$ cat src/hdl/vof_consts.svh
`ifndef VOF_CONSTS_SVH
`define VOF_CONSTS_SVH
// ---------------------------------------------------------------
// Subaddresses and register reset value
// ---------------------------------------------------------------
`define VF_A_MODE  8'h01
`define VF_A_OUTC  8'h02
`define VF_A_TSTD  8'h30
`define VF_A_TPG   8'h31
`define VF_A_HDF   8'h33
`define VF_A_HDIN  8'h35
`define VF_A_COLA  8'h36
`define VF_A_COLB  8'h37
`define VF_A_COLC  8'h38
`define VF_A_SDF   8'h80
`define VF_A_SDM   8'h82
`define VF_A_SDM4  8'h87
`define VF_A_GAIN  8'hA2
`define VF_RST     8'h00
// ---------------------------------------------------------------
// Field positions
// ---------------------------------------------------------------
`define VF_MODE_HI 6
`define VF_MODE_LO 4
`define VF_YPRPB   5
`define VF_TPG_EN  2
`define VF_TPG_UNI 3
`define VF_SINC_OFF 3
`define VF_HD_CFLAT 1
`define VF_HD_C444 0
`define VF_HD_RGB  1
`define VF_SQ_EN   4
`define VF_CD_FLAT 0
`define VF_SD_RGB  7
`define VF_GAIN_EN 4
`define VF_SD_PAL  0
`define VF_LUMA_HI 4
`define VF_LUMA_LO 2
`define VF_CHR_HI  7
`define VF_CHR_LO  5
// ---------------------------------------------------------------
// Values and counts
// ---------------------------------------------------------------
`define VF_GAIN_MAX 4'hC
`define VF_GAIN_BASE 8'h28
`define VF_GAIN_STEP 8'h05
`define VF_PIX_NTSC 10'h35A
`define VF_PIX_NTSC_SQ 10'h30C
`define VF_PIX_PAL 10'h360
`define VF_PIX_PAL_SQ 10'h3B0
`define VF_LN_NTSC 10'h20D
`define VF_LN_PAL  10'h271
`define VF_BLACK   8'h10
`define VF_MID     8'h80
`define VF_TAPS_CFLAT 15'h0866
`endif

$ cat src/hdl/vof_pkg.sv
package vof_pkg;
   typedef logic [7:0] pix_t;
   typedef enum logic [2:0] {
      L_LPF_N = 3'h0, L_LPF_P = 3'h1, L_NOTCH_N = 3'h2, L_NOTCH_P = 3'h3,
      L_FLAT = 3'h4, L_CIF = 3'h5, L_QCIF = 3'h6, L_RSV = 3'h7
   } luma_sel_t;
endpackage

$ cat src/hdl/video_output_filter_colorspace.sv
// Summary of operation
// - Subaddress 0x82 bit 4 set enters standard-definition square pixel operation.
// - Square pixel operation switches line timing to square-pixel counts.
// - Luma filter chosen by 0x80 bits 4:2: lowpass, notch, extended-flat, CIF, QCIF.
// - Chroma filter offers five lowpass responses plus CIF and QCIF.
// - Extended-flat luma gain enabled by 0x87 bit 4; 13 steps chosen by 0xA2.
// - Dedicated extended-flat filter serves the Pr and Pb outputs.
// - Subaddress 0x82 bit 0 enables the color-difference extended-flat filter.
// - Enabled or not, selected chroma filter feeds composite and luma/chroma outputs.
// - Luma cutoffs: NTSC lowpass, PAL lowpass and extended-flat differ.
// - Sinc compensation acts on the first three DAC outputs in ED/HD, on the first only when 0x33 bit 1 selects the flat chroma filter.
// - Sinc compensation is on after reset; 0x33 bit 3 bypasses it.
// - Test pattern takes its color from 0x36..0x38 in ED/HD when 0x31 bit 2 is set.
// - Test pattern color registers never touch external pixel data.
// - Conversion is chosen from input mode 0x01 bits 6:4 and color selects.
// - RGB to YPrPb conversion exists in SD only, never in ED/HD.
// - 0x02 bit 5 high gives YPrPb component output, low gives RGB; ED/HD RGB input gives RGB either way.
// - In SD, 0x87 bit 7 marks input pixels as RGB, else YCrCb.
// - In ED/HD, 0x35 bit 1 marks input as RGB; RGB input gives RGB output.
// - Composite and luma/chroma outputs stay available for every SD combination.
// - 0x33 selects ED/HD chroma input, sinc and chroma filter; 0x82 SD filter.
`timescale 1ns/10ps
`include "vof_consts.svh"

module vof_fifo #(
   parameter int W = 24,
   parameter int DEPTH = 32
) (
   input  wire logic         mclk,
   input  wire logic         sys_rst,
   // Fill side
   input  wire logic         in_valid,
   output logic              in_ready,
   input  wire logic [W-1:0] in_data,
   // Drain side
   output logic              out_valid,
   input  wire logic         out_ready,
   output logic [W-1:0]      out_data
);
   localparam int AW = $clog2(DEPTH);
   logic [W-1:0] mem [DEPTH];
   logic [AW-1:0] wp_r;
   logic [AW-1:0] rp_r;
   logic [AW:0]   cnt_r;
   logic          push;
   logic          pop;

   assign in_ready  = (cnt_r != (AW+1)'(DEPTH));
   assign out_valid = (cnt_r != '0);
   assign out_data  = mem[rp_r];
   assign push      = in_valid & in_ready;
   assign pop       = out_valid & out_ready;

   always_ff @(posedge mclk) begin
      if (push) begin
         mem[wp_r] <= in_data;
      end
   end

   always_ff @(posedge mclk) begin
      if (sys_rst) begin
         wp_r  <= '0;
         rp_r  <= '0;
         cnt_r <= '0;
      end else begin
         if (push) begin
            wp_r <= (wp_r == AW'(DEPTH - 1)) ? '0 : wp_r + 1'b1;
         end
         if (pop) begin
            rp_r <= (rp_r == AW'(DEPTH - 1)) ? '0 : rp_r + 1'b1;
         end
         cnt_r <= cnt_r + (AW+1)'(push) - (AW+1)'(pop);
      end
   end
endmodule

module video_output_filter_colorspace #(
   parameter int FIFO_DEPTH = 32
) (
   input  wire logic          mclk,
   input  wire logic          sys_rst,
   // Subaddressed register port
   input  wire logic          reg_wr,
   input  wire logic          reg_rd,
   input  wire logic [7:0]    reg_addr,
   input  wire logic [7:0]    reg_wdata,
   output logic [7:0]         reg_rdata,
   // Pixel input (Y/G, Cb/B, Cr/R)
   input  wire logic          pix_valid,
   output logic               pix_ready,
   input  wire vof_pkg::pix_t pix_a,
   input  wire vof_pkg::pix_t pix_b,
   input  wire vof_pkg::pix_t pix_c,
   // Video outputs
   output logic               out_valid,
   input  wire logic          out_ready,
   output vof_pkg::pix_t      dac1,
   output vof_pkg::pix_t      dac2,
   output vof_pkg::pix_t      dac3,
   output vof_pkg::pix_t      luma_out,
   output vof_pkg::pix_t      chroma_out,
   output vof_pkg::pix_t      composite_output,
   // Timing state
   output logic [9:0]         pix_count,
   output logic [9:0]         line_count,
   output logic               square_active
);
   import vof_pkg::*;

   // ---------------------------------------------------------------
   // Arithmetic helpers
   // ---------------------------------------------------------------
   function automatic pix_t sat8(input logic signed [19:0] v);
      sat8 = (v < 20'sh00000) ? 8'h00 : (v > 20'sh000FF) ? 8'hFF : v[7:0];
   endfunction

   function automatic logic signed [19:0] sx(input pix_t p);
      sx = {12'h000, p};
   endfunction

   // Taps {outer, inner, centre}, with 2*outer + 2*inner + centre = 16
   function automatic pix_t fir(input logic [39:0] w, input logic [14:0] t);
      logic [12:0] s;
      s = 13'(t[14:10]) * (13'(w[39:32]) + 13'(w[7:0]))
        + 13'(t[9:5]) * (13'(w[31:24]) + 13'(w[15:8]))
        + 13'(t[4:0]) * 13'(w[23:16]);
      fir = s[11:4];
   endfunction

   function automatic logic [14:0] luma_taps(input luma_sel_t s);
      case (s)
         L_LPF_N:   luma_taps = {5'h02, 5'h04, 5'h04};
         L_LPF_P:   luma_taps = {5'h01, 5'h04, 5'h06};
         L_NOTCH_N: luma_taps = {5'h04, 5'h00, 5'h08};
         L_NOTCH_P: luma_taps = {5'h03, 5'h01, 5'h08};
         L_CIF:     luma_taps = {5'h03, 5'h04, 5'h02};
         L_QCIF:    luma_taps = {5'h04, 5'h04, 5'h00};
         default:   luma_taps = {5'h00, 5'h00, 5'h10};
      endcase
   endfunction

   function automatic logic [14:0] chroma_taps(input logic [2:0] s);
      case (s)
         3'h0:    chroma_taps = {5'h02, 5'h04, 5'h04};
         3'h1:    chroma_taps = {5'h04, 5'h04, 5'h00};
         3'h2:    chroma_taps = {5'h03, 5'h04, 5'h02};
         3'h3:    chroma_taps = {5'h01, 5'h04, 5'h06};
         3'h4:    chroma_taps = {5'h00, 5'h04, 5'h08};
         3'h5:    chroma_taps = {5'h01, 5'h02, 5'h0A};
         3'h6:    chroma_taps = {5'h04, 5'h03, 5'h02};
         default: chroma_taps = {5'h04, 5'h04, 5'h00};
      endcase
   endfunction

   // Peaking that lifts the top of the band lost to the DAC hold
   function automatic pix_t sinc(input logic [39:0] w);
      logic signed [19:0] c;
      c = sx(w[23:16]);
      sinc = sat8(c + ((20'sh00002 * c - sx(w[31:24]) - sx(w[15:8])) >>> 3));
   endfunction

   function automatic logic [23:0] rgb2ycc(input pix_t r, input pix_t g, input pix_t b);
      logic signed [19:0] y;
      logic signed [19:0] cb;
      logic signed [19:0] cr;
      y  = ((20'sh00042 * sx(r) + 20'sh00081 * sx(g) + 20'sh00019 * sx(b)
           + 20'sh00080) >>> 8) + 20'sh00010;
      cb = ((20'sh00070 * sx(b) - 20'sh00026 * sx(r) - 20'sh0004A * sx(g)
           + 20'sh00080) >>> 8) + 20'sh00080;
      cr = ((20'sh00070 * sx(r) - 20'sh0005E * sx(g) - 20'sh00012 * sx(b)
           + 20'sh00080) >>> 8) + 20'sh00080;
      rgb2ycc = {sat8(y), sat8(cb), sat8(cr)};
   endfunction

   function automatic logic [23:0] ycc2rgb(input pix_t y, input pix_t cb, input pix_t cr);
      logic signed [19:0] c;
      logic signed [19:0] d;
      logic signed [19:0] e;
      c = 20'sh0012A * (sx(y) - 20'sh00010);
      d = sx(cb) - 20'sh00080;
      e = sx(cr) - 20'sh00080;
      ycc2rgb = {sat8((c - 20'sh00064 * d - 20'sh000D0 * e + 20'sh00080) >>> 8),
                 sat8((c + 20'sh00204 * d + 20'sh00080) >>> 8),
                 sat8((c + 20'sh00199 * e + 20'sh00080) >>> 8)};
   endfunction

   // ---------------------------------------------------------------
   // Register file
   // ---------------------------------------------------------------
   pix_t mode_r, outc_r, tstd_r, tpg_r, hdf_r, hdin_r;
   pix_t cola_r, colb_r, colc_r, sdf_r, sdm_r, sdm4_r, gain_r;

   always_ff @(posedge mclk) begin
      if (sys_rst) begin
         mode_r <= `VF_RST;
         outc_r <= `VF_RST;
         tstd_r <= `VF_RST;
         tpg_r  <= `VF_RST;
         hdf_r  <= `VF_RST;
         hdin_r <= `VF_RST;
         cola_r <= `VF_RST;
         colb_r <= `VF_RST;
         colc_r <= `VF_RST;
         sdf_r  <= `VF_RST;
         sdm_r  <= `VF_RST;
         sdm4_r <= `VF_RST;
         gain_r <= `VF_RST;
      end else if (reg_wr) begin
         if (reg_addr == `VF_A_MODE) begin
            mode_r <= reg_wdata;
         end else if (reg_addr == `VF_A_OUTC) begin
            outc_r <= reg_wdata;
         end else if (reg_addr == `VF_A_TSTD) begin
            tstd_r <= reg_wdata;
         end else if (reg_addr == `VF_A_TPG) begin
            tpg_r <= reg_wdata;
         end else if (reg_addr == `VF_A_HDF) begin
            hdf_r <= reg_wdata;
         end else if (reg_addr == `VF_A_HDIN) begin
            hdin_r <= reg_wdata;
         end else if (reg_addr == `VF_A_COLA) begin
            cola_r <= reg_wdata;
         end else if (reg_addr == `VF_A_COLB) begin
            colb_r <= reg_wdata;
         end else if (reg_addr == `VF_A_COLC) begin
            colc_r <= reg_wdata;
         end else if (reg_addr == `VF_A_SDF) begin
            sdf_r <= reg_wdata;
         end else if (reg_addr == `VF_A_SDM) begin
            sdm_r <= reg_wdata;
         end else if (reg_addr == `VF_A_SDM4) begin
            sdm4_r <= reg_wdata;
         end else if (reg_addr == `VF_A_GAIN) begin
            gain_r <= reg_wdata;
         end
      end
   end

   // Unmapped subaddresses read as zero
   always_ff @(posedge mclk) begin
      if (sys_rst) begin
         reg_rdata <= 8'h00;
      end else if (reg_rd) begin
         if (reg_addr == `VF_A_MODE) reg_rdata <= mode_r;
         else if (reg_addr == `VF_A_OUTC) reg_rdata <= outc_r;
         else if (reg_addr == `VF_A_TSTD) reg_rdata <= tstd_r;
         else if (reg_addr == `VF_A_TPG) reg_rdata <= tpg_r;
         else if (reg_addr == `VF_A_HDF) reg_rdata <= hdf_r;
         else if (reg_addr == `VF_A_HDIN) reg_rdata <= hdin_r;
         else if (reg_addr == `VF_A_COLA) reg_rdata <= cola_r;
         else if (reg_addr == `VF_A_COLB) reg_rdata <= colb_r;
         else if (reg_addr == `VF_A_COLC) reg_rdata <= colc_r;
         else if (reg_addr == `VF_A_SDF) reg_rdata <= sdf_r;
         else if (reg_addr == `VF_A_SDM) reg_rdata <= sdm_r;
         else if (reg_addr == `VF_A_SDM4) reg_rdata <= sdm4_r;
         else if (reg_addr == `VF_A_GAIN) reg_rdata <= gain_r;
         else reg_rdata <= 8'h00;
      end
   end

   // ---------------------------------------------------------------
   // Mode decode
   // ---------------------------------------------------------------
   logic sd, pal, sq, in_rgb, hd_pass, out_rgb, tp_on, sinc_on;
   luma_sel_t lsel;
   logic [3:0] gsel;

   assign sd      = (mode_r[`VF_MODE_HI:`VF_MODE_LO] == 3'h0);
   assign pal     = sdf_r[`VF_SD_PAL];
   assign sq      = sd & sdm_r[`VF_SQ_EN];
   assign in_rgb  = sd ? sdm4_r[`VF_SD_RGB] : hdin_r[`VF_HD_RGB];
   assign hd_pass = ~sd & hdin_r[`VF_HD_RGB];
   assign out_rgb = ~outc_r[`VF_YPRPB] | hd_pass;
   assign tp_on   = ~sd & tpg_r[`VF_TPG_EN];
   assign sinc_on = ~hdf_r[`VF_SINC_OFF];
   assign lsel    = luma_sel_t'(sdf_r[`VF_LUMA_HI:`VF_LUMA_LO]);
   assign gsel    = (gain_r[3:0] > `VF_GAIN_MAX) ? `VF_GAIN_MAX : gain_r[3:0];
   assign square_active = sq;

   // ---------------------------------------------------------------
   // Input buffer and stall
   // ---------------------------------------------------------------
   logic        f_valid;
   logic [23:0] f_data;
   logic        en;
   logic        take;

   // Whole pipeline halts while the output is held, so the FIFO fills
   assign en   = out_ready | ~out_valid;
   assign take = f_valid & en;

   vof_fifo #(.W(24), .DEPTH(FIFO_DEPTH)) u_fifo (
      .mclk      (mclk),
      .sys_rst   (sys_rst),
      .in_valid  (pix_valid),
      .in_ready  (pix_ready),
      .in_data   ({pix_a, pix_b, pix_c}),
      .out_valid (f_valid),
      .out_ready (en),
      .out_data  (f_data)
   );

   // ---------------------------------------------------------------
   // Line and pixel timing
   // ---------------------------------------------------------------
   logic [9:0] pix_total;
   logic [9:0] line_total;

   // Only the square pixel, SD mode (0x01 bits 6:4) and PAL bits change the counts; filter selects never do
   assign pix_total = sq ? (pal ? `VF_PIX_PAL_SQ : `VF_PIX_NTSC_SQ)
                         : (pal ? `VF_PIX_PAL : `VF_PIX_NTSC);
   assign line_total = pal ? `VF_LN_PAL : `VF_LN_NTSC;

   always_ff @(posedge mclk) begin
      if (sys_rst) begin
         pix_count  <= '0;
         line_count <= '0;
      end else if (take) begin
         if (pix_count >= pix_total - 10'h001) begin
            pix_count  <= '0;
            line_count <= (line_count >= line_total - 10'h001) ? '0 : line_count + 10'h001;
         end else begin
            pix_count <= pix_count + 10'h001;
         end
      end
   end

   // ---------------------------------------------------------------
   // Source select and input conversion
   // ---------------------------------------------------------------
   logic [23:0] src;
   logic [23:0] ycc;
   logic [39:0] wy_r, wb_r, wr_r;
   pix_t cb_new, cr_new;

   always_comb begin
      if (tp_on) begin
         // Colour registers only ever reach the generated pattern
         if (tpg_r[`VF_TPG_UNI] || pix_count[4:0] == 5'h00 || line_count[4:0] == 5'h00) begin
            src = {cola_r, colc_r, colb_r};
         end else begin
            src = {`VF_BLACK, `VF_MID, `VF_MID};
         end
         ycc = src;
      end else begin
         src = f_data;
         ycc = (in_rgb & sd) ? rgb2ycc(f_data[7:0], f_data[23:16], f_data[15:8])
                             : f_data;
      end
      // 4:2:2 chroma input holds the chroma of the even sample
      if (~sd & ~hdf_r[`VF_HD_C444] & pix_count[0]) begin
         cb_new = wb_r[7:0];
         cr_new = wr_r[7:0];
      end else begin
         cb_new = ycc[15:8];
         cr_new = ycc[7:0];
      end
   end

   always_ff @(posedge mclk) begin
      if (sys_rst) begin
         wy_r <= '0;
         wb_r <= '0;
         wr_r <= '0;
      end else if (take) begin
         wy_r <= {wy_r[31:0], ycc[23:16]};
         wb_r <= {wb_r[31:0], cb_new};
         wr_r <= {wr_r[31:0], cr_new};
      end
   end

   // ---------------------------------------------------------------
   // Filters and output conversion
   // ---------------------------------------------------------------
   pix_t y_f, cb_c, cr_c, cb_f, cr_f, y_g;
   logic [14:0] gprod;
   logic [23:0] comp;
   logic        v1_r;

   always_comb begin
      y_g   = fir(wy_r, luma_taps(lsel));
      gprod = 15'(y_g) * 15'(`VF_GAIN_BASE + `VF_GAIN_STEP * 8'(gsel));
      cb_c  = fir(wb_r, chroma_taps(sdf_r[`VF_CHR_HI:`VF_CHR_LO]));
      cr_c  = fir(wr_r, chroma_taps(sdf_r[`VF_CHR_HI:`VF_CHR_LO]));
      if (sd) begin
         if (lsel == L_FLAT && sdm4_r[`VF_GAIN_EN]) begin
            y_f = gprod[14] ? 8'hFF : gprod[13:6];
         end else begin
            y_f = y_g;
         end
         if (sdm_r[`VF_CD_FLAT]) begin
            cb_f = fir(wb_r, `VF_TAPS_CFLAT);
            cr_f = fir(wr_r, `VF_TAPS_CFLAT);
         end else begin
            cb_f = cb_c;
            cr_f = cr_c;
         end
      end else begin
         y_f = sinc_on ? sinc(wy_r) : wy_r[23:16];
         if (hdf_r[`VF_HD_CFLAT]) begin
            cb_f = fir(wb_r, `VF_TAPS_CFLAT);
            cr_f = fir(wr_r, `VF_TAPS_CFLAT);
         end else begin
            cb_f = sinc_on ? sinc(wb_r) : wb_r[23:16];
            cr_f = sinc_on ? sinc(wr_r) : wr_r[23:16];
         end
      end
      // Pass-through RGB already sits as G, B, R in the three lanes
      if (out_rgb & ~hd_pass) begin
         comp = ycc2rgb(y_f, cb_f, cr_f);
      end else begin
         comp = {y_f, cb_f, cr_f};
      end
   end

   always_ff @(posedge mclk) begin
      if (sys_rst) begin
         v1_r      <= 1'b0;
         out_valid <= 1'b0;
      end else if (en) begin
         v1_r      <= f_valid;
         out_valid <= v1_r;
      end
   end

   // Composite and Y/C come from the selected chroma filter in every
   // SD colour space combination; subcarrier modulation lives elsewhere
   always_ff @(posedge mclk) begin
      if (sys_rst) begin
         dac1             <= 8'h00;
         dac2             <= 8'h00;
         dac3             <= 8'h00;
         luma_out         <= 8'h00;
         chroma_out       <= `VF_MID;
         composite_output <= 8'h00;
      end else if (en) begin
         dac1       <= comp[23:16];
         dac2       <= comp[15:8];
         dac3       <= comp[7:0];
         luma_out   <= y_f;
         chroma_out <= pix_count[0] ? cr_c : cb_c;
         composite_output <= sat8(sx(y_f) + sx(pix_count[0] ? cr_c : cb_c)
                                  - 20'sh00080);
      end
   end
endmodule

$ cat config.mk
export PLATFORM = sky130hd
export DESIGN_NAME = video_output_filter_colorspace
export DESIGN_NICKNAME = d
export VERILOG_FILES = /design/src/hdl/vof_pkg.sv /design/src/hdl/video_output_filter_colorspace.sv
export VERILOG_INCLUDE_DIRS = /design/src /design/src/hdl
export SDC_FILE = /design/constraint.sdc
export NUM_CORES = 2
export LEC_CHECK = 0
export BUFFER_PORTS_ARGS = -buffer_cell sky130_fd_sc_hd__buf_2
export CAP_MARGIN = 5
export CORE_MARGIN = 2
export CORE_UTILIZATION = 25
export CTS_BUF_LIST = sky130_fd_sc_hd__clkbuf_8 sky130_fd_sc_hd__clkbuf_16
export DETAILED_ROUTE_END_ITERATION = 8
export HOLD_SLACK_MARGIN = 0.05
export PLACE_DENSITY = 0.38
export SETUP_SLACK_MARGIN = 0.02
export SLEW_MARGIN = 10
export SYNTH_ARGS = -nofsm -noshare
export SYNTH_HDL_FRONTEND = slang
export SYNTH_SLANG_ARGS = --single-unit
$ cat constraint.sdc
create_clock -name mclk -period 26.9 [get_ports mclk]
set_input_delay 2.69 -clock mclk [delete_from_list [all_inputs] [get_ports mclk]]
set_output_delay 2.69 -clock mclk [all_outputs]
set_load 0.02 [all_outputs]
==> impl_results.md <==
- Synth Flop Type: edfxtp_1
- CTS clk-pin slew, worst paths: approximately 0.06 ns
- R2R cell count: 74
- Worst-path fanout max: 9
- Final period utilization: 73.08%
- Post-Syn Area: approximately 75000 µm²
- First-pass DRT Iterations: 7
- Area delta synth->final: 13.48%
- I/O pins: between 100 and 150
- Arrival time worst endpoint: approximately 20 ns
- Final worst slack: slightly above 7 ns
- Number of global-route vias before repair: 51430
- Synth Area in XOR/XNOR: 4.103%
- Synth top area share: a little under a third
- Setup Fix Bufs, Post-CTS: 0
- Worst setup SP type: flip-flop
- FILL cells: between 30000 and 40000
- First-pass GRT wire length: roughly 350000 µm
- Biggest area consumer among synthesized cells: edfxtp_1
- Layout cells sized above 1: between 10% and 20%
- Final TNS setup: 0 ns
- Hold endpoint: chroma_out[6]
- Synth warn: 0
- Area contributors post-synth: edfxtp_1 31%, ha_1 14%, fa_1 9.9%, dfxtp_1 8.6%, mux4_2 7.2%
- Worst R2R Start: wy_r[0]
- Cell Rows: about 200
- CORE AREA: ~300000 µm²
- GRT overflow: 0
- EDFF count, synth: 768
- Routed len/inst: about 22 µm
- Distinct cells, synth: 109
- Syn avg cell area: 11.41 µm²
- Critical path type: reg -> reg
- Post-DRT Antenna Nets: 0
- CP max-delay cell: nor3_1
- I/O Buffers: between 100 and 150
- Starting density of the core: between 20 and 30%
- Clk sinks: 1091
- DP Wirelength: around 170000 µm
- Synth Net Count: between 7000 and 8000
- GP Congestion: approximately 0.83
- Number of endpoints failing setup at the final stage: 0
- F_max: approximately 50 MHz
- Status: finished clean
- Worst skew pair latency: between 0.8 and 0.9 ns
- Clock skew: 0.1094 ns
- Worst reg2reg endpoint: dac1[1]
- Number of gates resized after CTS: 0
- Worst slack at placement: between 7 and 8 ns
- Fin nets: approximately 8000
- Post-synth top cells: 860 x ha_1, 807 x inv_1, 768 x edfxtp_1
- Count leader, synth: ha_1
- Min-delay src: chroma_out[6]
- Synth Register Bits: 1091
- Post-synthesis mux area share: 8.762%
- Hold Fails Final Rpt: 0
- Largest net degree at the start of global routing: ~100
- Die ar.: slightly above 300000 µm²
- CTS tree: built
- Max-slew violations: 0
- Via count: 49990
- Gate Count Post-Synth: around 6600
- CTS buffer count: 121
- Max cap viols: 0
- Slowest stage delay, CP: 0.78 ns
- Compound-Gate Fraction of Synth Area: about a tenth
- Async SR Flop Fraction: 0%
- Post-synthesis simple-gate area fraction: under 10%
- Crit. End Element: flip-flop
- Total wire length: approximately 240000 µm
- H-tree depth: 3
- Hold_ws: 0.4451 ns
- Gr usage total: approximately 16%
- Maximum clock insertion buffer count: 3
- Die X: around 550 µm
- Worst-margin pin slew: roughly 1.1 ns
- Initial antenna violation count: 32
- Chip Height: ~550 µm
- RSZ-0062 raised after global routing: no
- Hold depth: 2
- Adder-cell share of the synthesized area: between 20% and 30%
- CTS Hold Bufs: 0
- Sequential area share after synthesis: 39.41%
- Slew HR: approximately 28%
- Vias per cell: between 4 and 5
- Largest family of logic cells by synthesized area: adder cells
- R2R Setup Slk: between 7 and 8 ns
- DR iter-0 viols: 3001
- CP required: 27.48 ns
- Final min period: about 20 ns
- CTS root buf: clkbuf_16
- Hold Path Class: reg -> reg
- DRC viols: 0
kinds of logic after synthesis:
| group | count (synthesis) |
|---|---|
| AO/OA/AOI/OAI | 1087 |
| XOR/XNOR | 347 |
| adder cells (fa/ha/maj) | 1231 |
| buffers and inverters | 1020 |
| flip-flops | 1091 |
| multiplexers | 353 |
| other | 1 |
| AND/OR/NAND/NOR | 1438 |
worst max-delay path by stage:
stage | from | to | cells after the start
final | wy_r[0] | dac1[1] | 74
after floorplan | wy_r[0] | dac1[3] | 74
after global placement | wy_r[24] | dac1[3] | 74
after detailed placement | wy_r[0] | dac1[1] | 74
after global routing | wy_r[24] | dac1[1] | 75
after CTS | wy_r[24] | dac1[1] | 74
flip-flops by register name, indices dropped and copies added, names as in the netlist, 10 cells and up, named ones only:
register    cells
pix_count      10
wb_r           40
u_fifo.mem    768
line_count     10
wy_r           40
wr_r           40
critical path, delay by kind of cell (launching register included):
family	cells	cell delay, ns
flip-flops	1	0.36
XOR/XNOR	3	1.31
AO/OA/AOI/OAI	24	4.56
AND/OR/NAND/NOR	11	2.58
multiplexers	1	0.28
buffers and inverters	12	0.97
adder cells (fa/ha/maj)	23	9.38
per-layer routing:
metal | wire, µm | part of all wire, % | up-vias | global-route usage (%)
met5 | 37 | 0.015 | - | 0
met4 | 4803 | 2.0 | 6 | 3.029
met3 | 6561 | 2.7 | 241 | 1.551
met1 | 109800 | 46 | 25440 | 20.78
met2 | 117900 | 49 | 698 | 27.19
li1 | - | - | 23610 | -
layout by cell type (no fill, tap or decap), types with 25 or more instances in the layout:
| master | instances |
|---|---|
| xnor2_1 | 234 |
| nor2_4 | 32 |
| nand2_1 | 441 |
| nand3_1 | 78 |
| o21ai_0 | 129 |
| clkbuf_16 | 121 |
| nor2_1 | 480 |
| and2_1 | 82 |
| mux4_2 | 240 |
| nor2b_1 | 47 |
| a22oi_1 | 31 |
| nand2b_1 | 48 |
| o21a_1 | 39 |
| nor3_1 | 75 |
| a211oi_1 | 49 |
| xor2_1 | 109 |
| mux2i_1 | 94 |
| and3_1 | 28 |
| nand4_1 | 25 |
| edfxtp_1 | 768 |
| buf_2 | 123 |
| fa_1 | 371 |
| a21o_1 | 94 |
| buf_4 | 115 |
| a21oi_1 | 415 |
| inv_1 | 829 |
| o21bai_1 | 74 |
| dfxtp_1 | 318 |
| ha_1 | 860 |
| clkinv_1 | 27 |
stage by stage:
| stage | std cells | instance area, µm² | utilization (%) |
|---|---|---|---|
| global placement | 10560 | 80920 | 27.06 |
| global route | 10790 | 85030 | 28.43 |
| CTS | 10780 | 85000 | 28.43 |
| finish | 10790 | 85030 | 28.44 |
| floorplan | 6568 | 74930 | - |
| detailed placement | 10560 | 80920 | 27.06 |
layout make-up:
cell class | instances | area (µm²) | area share, %
sequential | 1091 | 29540 | 34.75
tap | 3958 | 4952 | 5.824
multi-input combinational | 4457 | 41860 | 49.23
inverter | 810 | 3043 | 3.579
timing repair buffer | 240 | 1514 | 1.780
clock inverter | 99 | 975.9 | 1.148
antenna | 12 | 30.03 | 0.03531
clock buffer | 127 | 3110 | 3.658
Power is left out: the tool's default activity adds up to more than one toggle a clock period on the data nets, which glitch-free logic cannot reach.
